$ cat config.mk
export PLATFORM = sky130hd
export DESIGN_NAME = cif_csr
export DESIGN_NICKNAME = d
export VERILOG_FILES = /design/src/logic/cif_pkg.sv /design/src/logic/cif_calc_if.sv /design/src/logic/cif_csr.sv /design/src/logic/cif_pix_calc.sv /design/src/logic/cif_pkt_div.sv
export SDC_FILE = /design/constraint.sdc
export NUM_CORES = 1
export LEC_CHECK = 0
export BUFFER_PORTS_ARGS = -buffer_cell sky130_fd_sc_hd__clkbuf_2
export CORE_MARGIN = 1
export CORE_UTILIZATION = 53
export CTS_CLUSTER_SIZE = 20
export DETAILED_ROUTE_END_ITERATION = 6
export MAX_ROUTING_LAYER = met4
export PLACE_DENSITY = 0.75
export SETUP_SLACK_MARGIN = 0.15
export SLEW_MARGIN = 20
export SYNTH_ARGS = -nofsm -noshare
export SYNTH_HDL_FRONTEND = slang
export SYNTH_SLANG_ARGS = --single-unit
$ cat constraint.sdc
create_clock -name clock -period 6.8 [get_ports clock]
set_input_delay 0.68 -clock clock [delete_from_list [all_inputs] [get_ports clock]]
set_output_delay 0.68 -clock clock [all_outputs]
set_load 0.005 [all_outputs]
$ cat src/logic/cif_pkg.sv
// Constants and types for the custom image format register set.
// Assumes quadlet requests carrying a node-relative 48-bit address.
package cif_pkg;

  // ----------------------------------------------------------------
  // Address map
  // ----------------------------------------------------------------
  localparam logic [47:0] CIF_BASE        = 48'hffff_f1f0_0300;
  localparam logic [7:0]  OFS_LARGEST     = 8'h00;
  localparam logic [7:0]  OFS_SIZE_STEP   = 8'h04;
  localparam logic [7:0]  OFS_ORIGIN      = 8'h08;
  localparam logic [7:0]  OFS_DIMS        = 8'h0c;
  localparam logic [7:0]  OFS_CODING      = 8'h10;
  localparam logic [7:0]  OFS_CODING_CAPS = 8'h14;
  localparam logic [7:0]  OFS_CAPS_EXT    = 8'h24;
  localparam logic [7:0]  OFS_PIXELS      = 8'h34;
  localparam logic [7:0]  OFS_BYTES_HI    = 8'h38;
  localparam logic [7:0]  OFS_BYTES_LO    = 8'h3c;
  localparam logic [7:0]  OFS_PKT_LIMITS  = 8'h40;
  localparam logic [7:0]  OFS_PKT_SIZE    = 8'h44;
  localparam logic [7:0]  OFS_PKT_COUNT   = 8'h48;
  localparam logic [7:0]  OFS_ORIGIN_STEP = 8'h4c;
  localparam logic [7:0]  OFS_DEPTH       = 8'h54;
  localparam logic [7:0]  OFS_MOSAIC      = 8'h58;

  // ----------------------------------------------------------------
  // Field values and reset values
  // ----------------------------------------------------------------
  localparam logic [15:0] MAX_W           = 16'h0290;
  localparam logic [15:0] MAX_H           = 16'h01eb;
  localparam logic [15:0] VGA_W           = 16'h0280;
  localparam logic [15:0] VGA_H           = 16'h01e0;
  localparam logic [15:0] VGA_LEFT        = 16'((MAX_W - VGA_W) >> 1);
  localparam logic [15:0] VGA_TOP         = 16'((MAX_H - VGA_H) >> 1);
  localparam logic [15:0] SIZE_STEP       = 16'h0001;
  localparam logic [15:0] POS_STEP        = 16'h0001;
  localparam logic [15:0] ORIGIN_RST      = 16'h0000;
  localparam logic [7:0]  CODING_MONO8    = 8'h00;
  localparam logic [31:0] CODING_CAP_MONO = 32'h8000_0000;
  localparam logic [15:0] PKT_GRANULE     = 16'h0004;
  localparam logic [15:0] PKT_SUGGESTED   = 16'h0ffc;
  localparam logic [15:0] PKT_CEIL_DEF    = 16'h0ffc;
  localparam logic [15:0] PKT_SIZE_RST    = 16'h0ffc;
  localparam logic [7:0]  DEPTH_MONO8     = 8'h08;
  localparam logic [5:0]  DIV_STEPS       = 6'h20;

  // ----------------------------------------------------------------
  // Response codes and states
  // ----------------------------------------------------------------
  localparam logic [3:0]  RCODE_COMPLETE  = 4'h0;
  localparam logic [3:0]  RCODE_TYPE_ERR  = 4'h6;
  localparam logic [3:0]  RCODE_ADDR_ERR  = 4'h7;

  typedef enum logic [1:0] {
    ST_IDLE = 2'b00,
    ST_CALC = 2'b01,
    ST_DIV  = 2'b11,
    ST_RESP = 2'b10
  } cif_state_t;

endpackage

$ cat src/logic/cif_calc_if.sv
// Carrier between the register set and its two arithmetic helpers.
// Assumes one clock domain shared by all three modules.
interface cif_calc_if;
  logic [15:0] width;
  logic [15:0] height;
  logic [31:0] pixels;
  logic [31:0] total_bytes;
  logic [15:0] pkt_ceiling;
  logic        div_start;
  logic [31:0] dividend;
  logic [15:0] divisor;
  logic        div_done;
  logic [31:0] quotient;

  modport ctrl (output width, height, div_start, dividend, divisor,
                input  pixels, total_bytes, pkt_ceiling, div_done, quotient);
  modport calc (input  width, height,
                output pixels, total_bytes, pkt_ceiling);
  modport div  (input  div_start, dividend, divisor,
                output div_done, quotient);
endinterface

$ cat src/logic/cif_csr.sv
// Register set of one custom monochrome image mode, reached by quadlet
// reads and writes. Assumes requests are held until req_ready is seen.
//
// Notes on behaviour
// Registers sit at offsets from fixed base
// Largest size reads 656 by 491
// VGA window sits centred in the sensor
// Size steps read one pixel, one line
// Origin steps read one and one
// Reset origin zero, size at maximum
// Only mono 8, coding zero, is offered
// Offsets 024h and 058h read as zero
// Pixel count follows programmed region size
// Byte count covers data, padding, features
// Granule four bytes; ceiling tracks region size
// Suggested packet size reads 4092 bytes
// Host picks and writes the packet size
// Packet count recomputed; smaller packets, more
// Host keeps packet count within 4095
// Depth reads eight bits for mono 8
// Host keeps region within largest size
// Derived values settle before write completes
module cif_csr import cif_pkg::*; #(
  parameter logic [31:0] FEATURE_BYTES = 32'h0000_0000,
  parameter logic [15:0] PKT_CEIL_MAX  = PKT_CEIL_DEF
) (
  // Clock and reset
  input  wire logic        clock,
  input  wire logic        sys_rst,
  // Quadlet request
  input  wire logic        req_valid,
  input  wire logic        req_write,
  input  wire logic [47:0] req_addr,
  input  wire logic [31:0] req_wdata,
  output logic             req_ready,
  // Response
  output logic             resp_valid,
  output logic [31:0]      resp_rdata,
  output logic [3:0]       resp_rcode,
  // Settings for the image pipeline
  output logic [15:0]      region_left,
  output logic [15:0]      region_top,
  output logic [15:0]      region_width,
  output logic [15:0]      region_height,
  output logic [15:0]      packet_bytes,
  output logic [31:0]      frame_packets,
  output logic             region_is_vga
);

  // ----------------------------------------------------------------
  // Storage
  // ----------------------------------------------------------------
  // Packet count of the reset region, valid before any write
  localparam logic [31:0] BYTES_RST     = ((32'(MAX_W) * 32'(MAX_H) + 32'h0000_0003)
                                           & 32'hffff_fffc) + FEATURE_BYTES;
  localparam logic [31:0] PKT_COUNT_RST = (BYTES_RST + 32'(PKT_SIZE_RST) - 32'h0000_0001)
                                           / 32'(PKT_SIZE_RST);

  cif_calc_if cb ();

  cif_state_t  state_r;
  logic        req_ready_r;
  logic        resp_valid_r;
  logic [31:0] resp_rdata_r;
  logic [3:0]  resp_rcode_r;
  logic [15:0] origin_left_r;
  logic [15:0] origin_top_r;
  logic [15:0] dims_w_r;
  logic [15:0] dims_h_r;
  logic [7:0]  coding_r;
  logic [15:0] pkt_size_r;
  logic [31:0] pkt_count_r;
  logic        div_start_r;
  logic        region_is_vga_r;

  logic        taken;
  logic [7:0]  ofs;
  logic        hit;
  logic        known;
  logic        rw_ofs;
  logic [31:0] rd_data;

  // ----------------------------------------------------------------
  // Decode
  // ----------------------------------------------------------------
  always_comb begin
    taken  = req_valid && req_ready_r;
    ofs    = req_addr[7:0];
    hit    = (req_addr[47:8] == CIF_BASE[47:8]) && (req_addr[1:0] == 2'b00);
    rw_ofs = (ofs == OFS_ORIGIN) || (ofs == OFS_DIMS) || (ofs == OFS_CODING)
             || (ofs == OFS_PKT_SIZE);
    known  = 1'b1;
    rd_data = 32'h0000_0000;
    case (ofs)
      OFS_LARGEST:     rd_data = {MAX_W, MAX_H};
      OFS_SIZE_STEP:   rd_data = {SIZE_STEP, SIZE_STEP};
      OFS_ORIGIN:      rd_data = {origin_left_r, origin_top_r};
      OFS_DIMS:        rd_data = {dims_w_r, dims_h_r};
      OFS_CODING:      rd_data = {coding_r, 24'h00_0000};
      OFS_CODING_CAPS: rd_data = CODING_CAP_MONO;
      OFS_CAPS_EXT:    rd_data = 32'h0000_0000;
      OFS_PIXELS:      rd_data = cb.pixels;
      OFS_BYTES_HI:    rd_data = 32'h0000_0000;
      OFS_BYTES_LO:    rd_data = cb.total_bytes;
      OFS_PKT_LIMITS:  rd_data = {PKT_GRANULE, cb.pkt_ceiling};
      OFS_PKT_SIZE:    rd_data = {pkt_size_r, PKT_SUGGESTED};
      OFS_PKT_COUNT:   rd_data = pkt_count_r;
      OFS_ORIGIN_STEP: rd_data = {POS_STEP, POS_STEP};
      OFS_DEPTH:       rd_data = {DEPTH_MONO8, 24'h00_0000};
      OFS_MOSAIC:      rd_data = 32'h0000_0000;
      default:         known   = 1'b0;
    endcase
  end

  // ----------------------------------------------------------------
  // Writable settings
  // ----------------------------------------------------------------
  always_ff @(posedge clock) begin
    if (sys_rst) begin
      origin_left_r <= ORIGIN_RST;
      origin_top_r  <= ORIGIN_RST;
      dims_w_r      <= MAX_W;
      dims_h_r      <= MAX_H;
      coding_r      <= CODING_MONO8;
      pkt_size_r    <= PKT_SIZE_RST;
    end else if (taken && req_write && hit) begin
      case (ofs)
        OFS_ORIGIN: begin
          origin_left_r <= req_wdata[31:16];
          origin_top_r  <= req_wdata[15:0];
        end
        OFS_DIMS: begin
          dims_w_r <= req_wdata[31:16];
          dims_h_r <= req_wdata[15:0];
        end
        OFS_CODING: begin
          // Unsupported codings leave the setting unchanged
          if (req_wdata[31:24] == CODING_MONO8) begin
            coding_r <= CODING_MONO8;
          end
        end
        OFS_PKT_SIZE: pkt_size_r <= req_wdata[31:16];
        default: ;
      endcase
    end
  end

  // ----------------------------------------------------------------
  // Sequencing of requests and recomputation
  // ----------------------------------------------------------------
  always_ff @(posedge clock) begin
    if (sys_rst) begin
      state_r     <= ST_IDLE;
      div_start_r <= 1'b0;
    end else begin
      div_start_r <= 1'b0;
      case (state_r)
        ST_IDLE: begin
          if (taken && req_write && hit && rw_ofs) begin
            state_r <= ST_CALC;
          end
        end
        ST_CALC: begin
          state_r     <= ST_DIV;
          div_start_r <= 1'b1;
        end
        ST_DIV: begin
          if (cb.div_done) begin
            state_r <= ST_RESP;
          end
        end
        ST_RESP: state_r <= ST_IDLE;
        default: state_r <= ST_IDLE;
      endcase
    end
  end

  // Packet count is the rounded-up quotient of bytes by packet size
  assign cb.width    = dims_w_r;
  assign cb.height   = dims_h_r;
  assign cb.div_start = div_start_r;
  assign cb.divisor  = pkt_size_r;
  assign cb.dividend = cb.total_bytes + {16'h0000, pkt_size_r} - 32'h0000_0001;

  always_ff @(posedge clock) begin
    if (sys_rst) begin
      pkt_count_r <= PKT_COUNT_RST;
    end else if (state_r == ST_DIV && cb.div_done) begin
      if (pkt_size_r == 16'h0000) begin
        pkt_count_r <= 32'h0000_0000;
      end else begin
        pkt_count_r <= cb.quotient;
      end
    end
  end

  // ----------------------------------------------------------------
  // Responses
  // ----------------------------------------------------------------
  always_ff @(posedge clock) begin
    if (sys_rst) begin
      req_ready_r  <= 1'b0;
      resp_valid_r <= 1'b0;
      resp_rdata_r <= 32'h0000_0000;
      resp_rcode_r <= RCODE_COMPLETE;
    end else begin
      resp_valid_r <= 1'b0;
      if (taken) begin
        req_ready_r <= 1'b0;
        if (!hit || !known) begin
          resp_valid_r <= 1'b1;
          resp_rdata_r <= 32'h0000_0000;
          resp_rcode_r <= RCODE_ADDR_ERR;
        end else if (!req_write) begin
          resp_valid_r <= 1'b1;
          resp_rdata_r <= rd_data;
          resp_rcode_r <= RCODE_COMPLETE;
        end else if (!rw_ofs) begin
          resp_valid_r <= 1'b1;
          resp_rdata_r <= 32'h0000_0000;
          resp_rcode_r <= RCODE_TYPE_ERR;
        end
      end else if (state_r == ST_DIV && cb.div_done) begin
        // Write completes only once every derived value has settled
        resp_valid_r <= 1'b1;
        resp_rdata_r <= 32'h0000_0000;
        resp_rcode_r <= RCODE_COMPLETE;
      end else if (state_r == ST_IDLE && !req_ready_r && !resp_valid_r) begin
        req_ready_r <= 1'b1;
      end else if (resp_valid_r) begin
        req_ready_r <= 1'b1;
      end
    end
  end

  always_ff @(posedge clock) begin
    if (sys_rst) begin
      region_is_vga_r <= 1'b0;
    end else begin
      region_is_vga_r <= (origin_left_r == VGA_LEFT) && (origin_top_r == VGA_TOP)
                         && (dims_w_r == VGA_W) && (dims_h_r == VGA_H);
    end
  end

  assign req_ready     = req_ready_r;
  assign resp_valid    = resp_valid_r;
  assign resp_rdata    = resp_rdata_r;
  assign resp_rcode    = resp_rcode_r;
  assign region_left   = origin_left_r;
  assign region_top    = origin_top_r;
  assign region_width  = dims_w_r;
  assign region_height = dims_h_r;
  assign packet_bytes  = pkt_size_r;
  assign frame_packets = pkt_count_r;
  assign region_is_vga = region_is_vga_r;

  // ----------------------------------------------------------------
  // Arithmetic helpers
  // ----------------------------------------------------------------
  cif_pix_calc #(
    .FEATURE_BYTES (FEATURE_BYTES),
    .PKT_CEIL_MAX  (PKT_CEIL_MAX)
  ) u_calc (
    .clock   (clock),
    .sys_rst (sys_rst),
    .cb      (cb)
  );

  cif_pkt_div u_div (
    .clock   (clock),
    .sys_rst (sys_rst),
    .db      (cb)
  );

  // ----------------------------------------------------------------
  // Checks
  // ----------------------------------------------------------------
  localparam int WR_LAT = 36;
  localparam int WR_GAP = WR_LAT - 8;

  logic        rd_ok;
  logic [47:0] cnt_hi;
  logic [47:0] cnt_lo;

  always_comb begin
    rd_ok  = taken && !req_write && hit;
    cnt_hi = {16'h0000, pkt_count_r} * {32'h0000_0000, pkt_size_r};
    cnt_lo = ({16'h0000, pkt_count_r} - 48'h1) * {32'h0000_0000, pkt_size_r};
  end
endmodule

$ cat src/logic/cif_pix_calc.sv
// Frame size arithmetic: pixel count, padded byte count, packet ceiling.
// Assumes one byte per pixel, the only coding of this mode.
module cif_pix_calc import cif_pkg::*; #(
  parameter logic [31:0] FEATURE_BYTES = 32'h0000_0000,
  parameter logic [15:0] PKT_CEIL_MAX  = PKT_CEIL_DEF
) (
  // Clock and reset
  input wire logic clock,
  input wire logic sys_rst,
  // Carrier
  cif_calc_if.calc cb
);
  logic [31:0] pixels_nxt;
  logic [31:0] total_nxt;
  logic [31:0] pixels_r;
  logic [31:0] total_r;
  logic [15:0] ceil_r;

  always_comb begin
    pixels_nxt = cb.width * cb.height;
    // Pad image to whole quadlets, then add appended feature data
    total_nxt  = ((pixels_nxt + 32'h0000_0003) & 32'hffff_fffc) + FEATURE_BYTES;
  end

  always_ff @(posedge clock) begin
    if (sys_rst) begin
      pixels_r <= 32'h0000_0000;
      total_r  <= 32'h0000_0000;
      ceil_r   <= 16'h0000;
    end else begin
      pixels_r <= pixels_nxt;
      total_r  <= total_nxt;
      if (total_nxt > {16'h0000, PKT_CEIL_MAX}) begin
        ceil_r <= PKT_CEIL_MAX & ~(PKT_GRANULE - 16'h0001);
      end else begin
        ceil_r <= total_nxt[15:0] & ~(PKT_GRANULE - 16'h0001);
      end
    end
  end

  assign cb.pixels      = pixels_r;
  assign cb.total_bytes = total_r;
  assign cb.pkt_ceiling = ceil_r;
endmodule

$ cat src/logic/cif_pkt_div.sv
// Restoring divider, one quotient bit per clock.
// Assumes start is a pulse and operands hold steady for that cycle.
module cif_pkt_div import cif_pkg::*; (
  // Clock and reset
  input wire logic clock,
  input wire logic sys_rst,
  // Carrier
  cif_calc_if.div  db
);
  logic [31:0] num_r;
  logic [31:0] rem_r;
  logic [31:0] quot_r;
  logic [15:0] den_r;
  logic [5:0]  cnt_r;
  logic        done_r;
  logic [32:0] trial;

  always_comb begin
    trial = {rem_r, num_r[31]} - {17'h0_0000, den_r};
  end

  always_ff @(posedge clock) begin
    if (sys_rst) begin
      num_r  <= 32'h0000_0000;
      rem_r  <= 32'h0000_0000;
      quot_r <= 32'h0000_0000;
      den_r  <= 16'h0000;
      cnt_r  <= 6'h00;
      done_r <= 1'b0;
    end else if (db.div_start) begin
      num_r  <= db.dividend;
      den_r  <= db.divisor;
      rem_r  <= 32'h0000_0000;
      quot_r <= 32'h0000_0000;
      cnt_r  <= DIV_STEPS;
      done_r <= 1'b0;
    end else if (cnt_r != 6'h00) begin
      num_r <= {num_r[30:0], 1'b0};
      if (!trial[32]) begin
        rem_r  <= trial[31:0];
        quot_r <= {quot_r[30:0], 1'b1};
      end else begin
        rem_r  <= {rem_r[30:0], num_r[31]};
        quot_r <= {quot_r[30:0], 1'b0};
      end
      cnt_r  <= cnt_r - 6'h01;
      done_r <= (cnt_r == 6'h01);
    end else begin
      done_r <= 1'b0;
    end
  end

  assign db.div_done = done_r;
  assign db.quotient = quot_r;
endmodule
==> results.toml <==
[run_status]
outcome = "complete, but fails checks"
failed_checks = "design-rule violations"

[setup_path]
cp_data_arrival_time_ns = 6.98
crit_path_top_delay_cell = "fa_1"
cpPeakStageDelay_ns = 0.54
path_buf_inv = 6
crit_type = "flop to flop"
cp_cell_sequence = "buf_6 -> and2_4 -> fa_1 -> inv_1 -> fa_1 -> fa_1 -> inv_1 -> fa_1 -> fa_1 -> fa_1 -> ha_4 -> buf_4 -> o21a_1 -> o21ai_0 -> a211o_1 -> a211o_2 -> nor4bb_4 -> nand4_1 -> buf_6 -> nor4_4 -> and2_4 -> clkbuf_16 -> a211oi_1"
r2r_slack_ns = 0.23
cp.required_ns = 7.21
worst_r2r_startpoint = "region_height[4]"
cp_common_cell = "fa_1"
reg2reg_depth = 23
cp_top_family = "adder cells"
path_max_fanout = 7
reg2reg_to = "u_calc.cb.pkt_ceiling[2]"
cp-end-kind = "flop"
start_kind = "flop"

[clock_tree]
numClockSinks = 347
htree_levels = 2
cts_root_buffer = "clkbuf_16"
clk_pin_slew_ns = 0.06
clkLatencyLatePin_ns = 0.56
cts.path.max_buffers = 3
cts_tree = "built"
cts_made_buffers = 38

[logic_synthesis]
synth_area_leaders = "dfxtp_1 27%, fa_1 15%, ha_1 8.2%, nand2_1 7.0%, inv_1 4.8%"
yosysTopAreaCellShare_pct = 27.3
avgSynthCellArea_um2 = 8.30
synth-seq-area-share_pct = 27.3
syn_inst = 3062
async_reset_ff_share_pct = 0
ys_warn_count = 0
synth_edf_count = 0
synthFlopType = "dfxtp_1"
yosys.area.top_type = "dfxtp_1"
synthDistinctLibCells = 78
syn_area_um2 = 25400
ys_ff_latch = 347

[layout]
drive_above_1_share_pct = 20.0
areaGrowthSynthToFinish_pct = 20.1
design_area_um2 = 30500
fin_nets = 3828
nFillCells = 3950

[pwr]
vdd_drop_max_v = 0.000403
total_power_mw = 5.82
leakagePower_nw = 13.7
power_density_nw_per_um2 = 191

[global_route]
grtUsageTotal_pct = 38.3
grt-ovfl-total = 0
grt_max_degree = 140
antenna_found_initial = 1
grt_pass1_vias = 23144
grt_first_pass_wirelength_um = 139000

[timing]
period_needed_ns = 6.57
slew_headroom_pct = 33.7
finalHoldViolCount = 0
setup_violations = 0
fmax_ghz = 0.152
setup_tns_ns = 0
fin_crit_sh_pct = 96.6
skew_ns = 0.0106
drv_slew = 0
rsz0062_at_grt = "true"
tightest_slew_ns = 0.991

[run]
drv_cap = 0

[die]
initial_core_util_pct = 54.2
ios = 235
die_h_um = 221
die_area_um2 = 48900
core_area_um2 = 47000
dieWidth_um = 221
rows = 79

[route]
wl_um = 92700
wl_per_cell_um = 23.1
first_pass_iters = 7
ant_nets = 0
drt_iter0_markers = 2823
vias = 24194
viasPerCell = 6.03
drc = 12

[hold_path]
hold_end = "region_top[0]"
min_path_cells = 3
hp-start = "req_wdata[0]"
hp-class = "input pin to flop"

[placed_design]
io_buffer_count = 233
dpl.hpwl_um = 71600
place_congestion = 0.988
placed_area_um2 = 28200
## metal layers
metal / track usage [%] / up-vias / wire length (um)
li1: - / 10918 / -
met1: 52.3 / 11842 / 39000
met2: 55.2 / 1229 / 39800
met3: 8.60 / 205 / 9910
met4: 14.6 / 0 / 3960
met5: - / - / 0
## cells in the mapped netlist (28+ instances only)
library cell / count
a22o_1: 34
nor2b_1: 38
fa_1: 196
inv_1: 328
clkbuf_1: 175
nor2_1: 233
nor4_1: 33
nand3_1: 49
a21oi_1: 181
a21o_1: 34
ha_1: 167
a222oi_1: 28
a22oi_1: 60
nand2_1: 473
xnor2_1: 70
o21ai_0: 40
a211oi_1: 40
and2_1: 122
mux2i_1: 46
nor3_1: 58
xor2_1: 33
dfxtp_1: 347
## cell families after synthesis
kind of cell | Yosys count | synth area share (%)
AO/OA/AOI/OAI | 559 | 15.2
AND/OR/NAND/NOR | 1124 | 20.7
other | 1 | 0.0147
flip-flops | 347 | 27.3
XOR/XNOR | 103 | 3.55
adder cells (fa/ha/maj) | 363 | 23.6
multiplexers | 47 | 1.86
buffers and inverters | 518 | 7.70
## state kept, by name (all words and copies together), names as in the netlist
signal and cells:
region_height 16, u_div.cnt_r 6, u_div.den_r 16, packet_bytes 16
region_is_vga 1, u_div.db.quotient 32, u_calc.cb.pixels 32, req_ready 1
cb.div_start 1, u_div.num_r 32, resp_rdata 32, state_r 2
u_div.rem_r 32, u_calc.cb.pkt_ceiling 14, region_top 16, resp_valid 1
u_div.db.div_done 1, region_left 16, u_calc.cb.total_bytes 30, region_width 16
resp_rcode 2, frame_packets 32
## worst register-to-register path, cell delays in order (launching register included)
cell and delay (ns):
dfxtp_4 0.37, buf_6 0.14, and2_4 0.14, fa_1 0.53, inv_1 0.05, fa_1 0.45, fa_1 0.52, inv_1 0.06
fa_1 0.48, fa_1 0.52, fa_1 0.54, ha_4 0.31, buf_4 0.17, o21a_1 0.13, o21ai_0 0.07, a211o_1 0.26
a211o_2 0.40, nor4bb_4 0.30, nand4_1 0.14, buf_6 0.16, nor4_4 0.29, and2_4 0.22, clkbuf_16 0.14, a211oi_1 0.04
## final cells by class
type                            instances  area, um^2  area share, %
Antenna cell                            1        2.50        0.00819
Clock buffer                           48        1050           3.44
Clock inverter                         16         176          0.578
Inverter                              329        1230           4.04
Multi-Input combinational cell       2201       17300           56.6
Sequential cell                       347        7020           23.0
Tap cell                              607         759           2.49
Timing Repair Buffer                  464        3030           9.92
## cells in the final DEF, fill, tap and decap left out, types with 22 or more instances in the layout
cell / n
buf_4: 210
nor2_1: 227
nor3_1: 44
nor4_1: 25
xor2_1: 33
nand4_1: 22
nand3_1: 47
fa_1: 190
a22oi_1: 60
nand2_1: 468
inv_1: 322
mux2i_1: 44
ha_1: 153
a21o_1: 33
clkbuf_16: 40
a222oi_1: 28
a21oi_1: 170
a211oi_1: 32
clkbuf_2: 232
a22o_1: 34
o21ai_0: 36
nor2b_1: 35
xnor2_1: 62
and2_1: 119
dfxtp_1: 323
## metrics by stage
stage / setup slack [ns] / instances / utilization [%] / hold WS, ns
floorplan: 0.152 / 3066 / - / 0.432
global placement: -0.124 / 3906 / 60.1 / 0.448
detailed placement: -0.175 / 3906 / 60.1 / 0.450
CTS: 0.154 / 3971 / 63.0 / 0.355
global route: 0.0401 / 4013 / 65.1 / 0.376
finish: 0.230 / 4013 / 65.1 / 0.364
## what timing repair did
action | 4_1_cts | 5_1_grt
endpoints found under the setup margin | 23 | 24
pin swaps | 5 | 50
hold buffers | 0 | 0
setup buffers | 1 | 39
gates resized for setup | 41 | 141
cloned | 0 | 2
endpoints found under the hold margin | 0 | 0
## worst max path at each step
stage                                 from                         to  slack [ns]  cells past startpoint
after floorplan           region_width[10]  u_calc.cb.pkt_ceiling[10]        0.15                     20
after global placement     region_width[7]   u_calc.cb.pkt_ceiling[6]       -0.12                     23
after detailed placement   region_width[5]   u_calc.cb.pkt_ceiling[6]       -0.17                     23
after CTS                  region_width[4]   u_calc.cb.pkt_ceiling[6]        0.15                     24
after global routing       region_width[4]   u_calc.cb.pkt_ceiling[2]        0.04                     26
final                     region_height[4]   u_calc.cb.pkt_ceiling[2]        0.23                     23
## where the power goes
part	internal, mW	switching, mW	leakage (nW)
sequential	2.14	0.0970	2.82
clock	1.21	0.883	0.594
combinational	0.559	0.933	10.3
(Power assumes the default switching activity.)
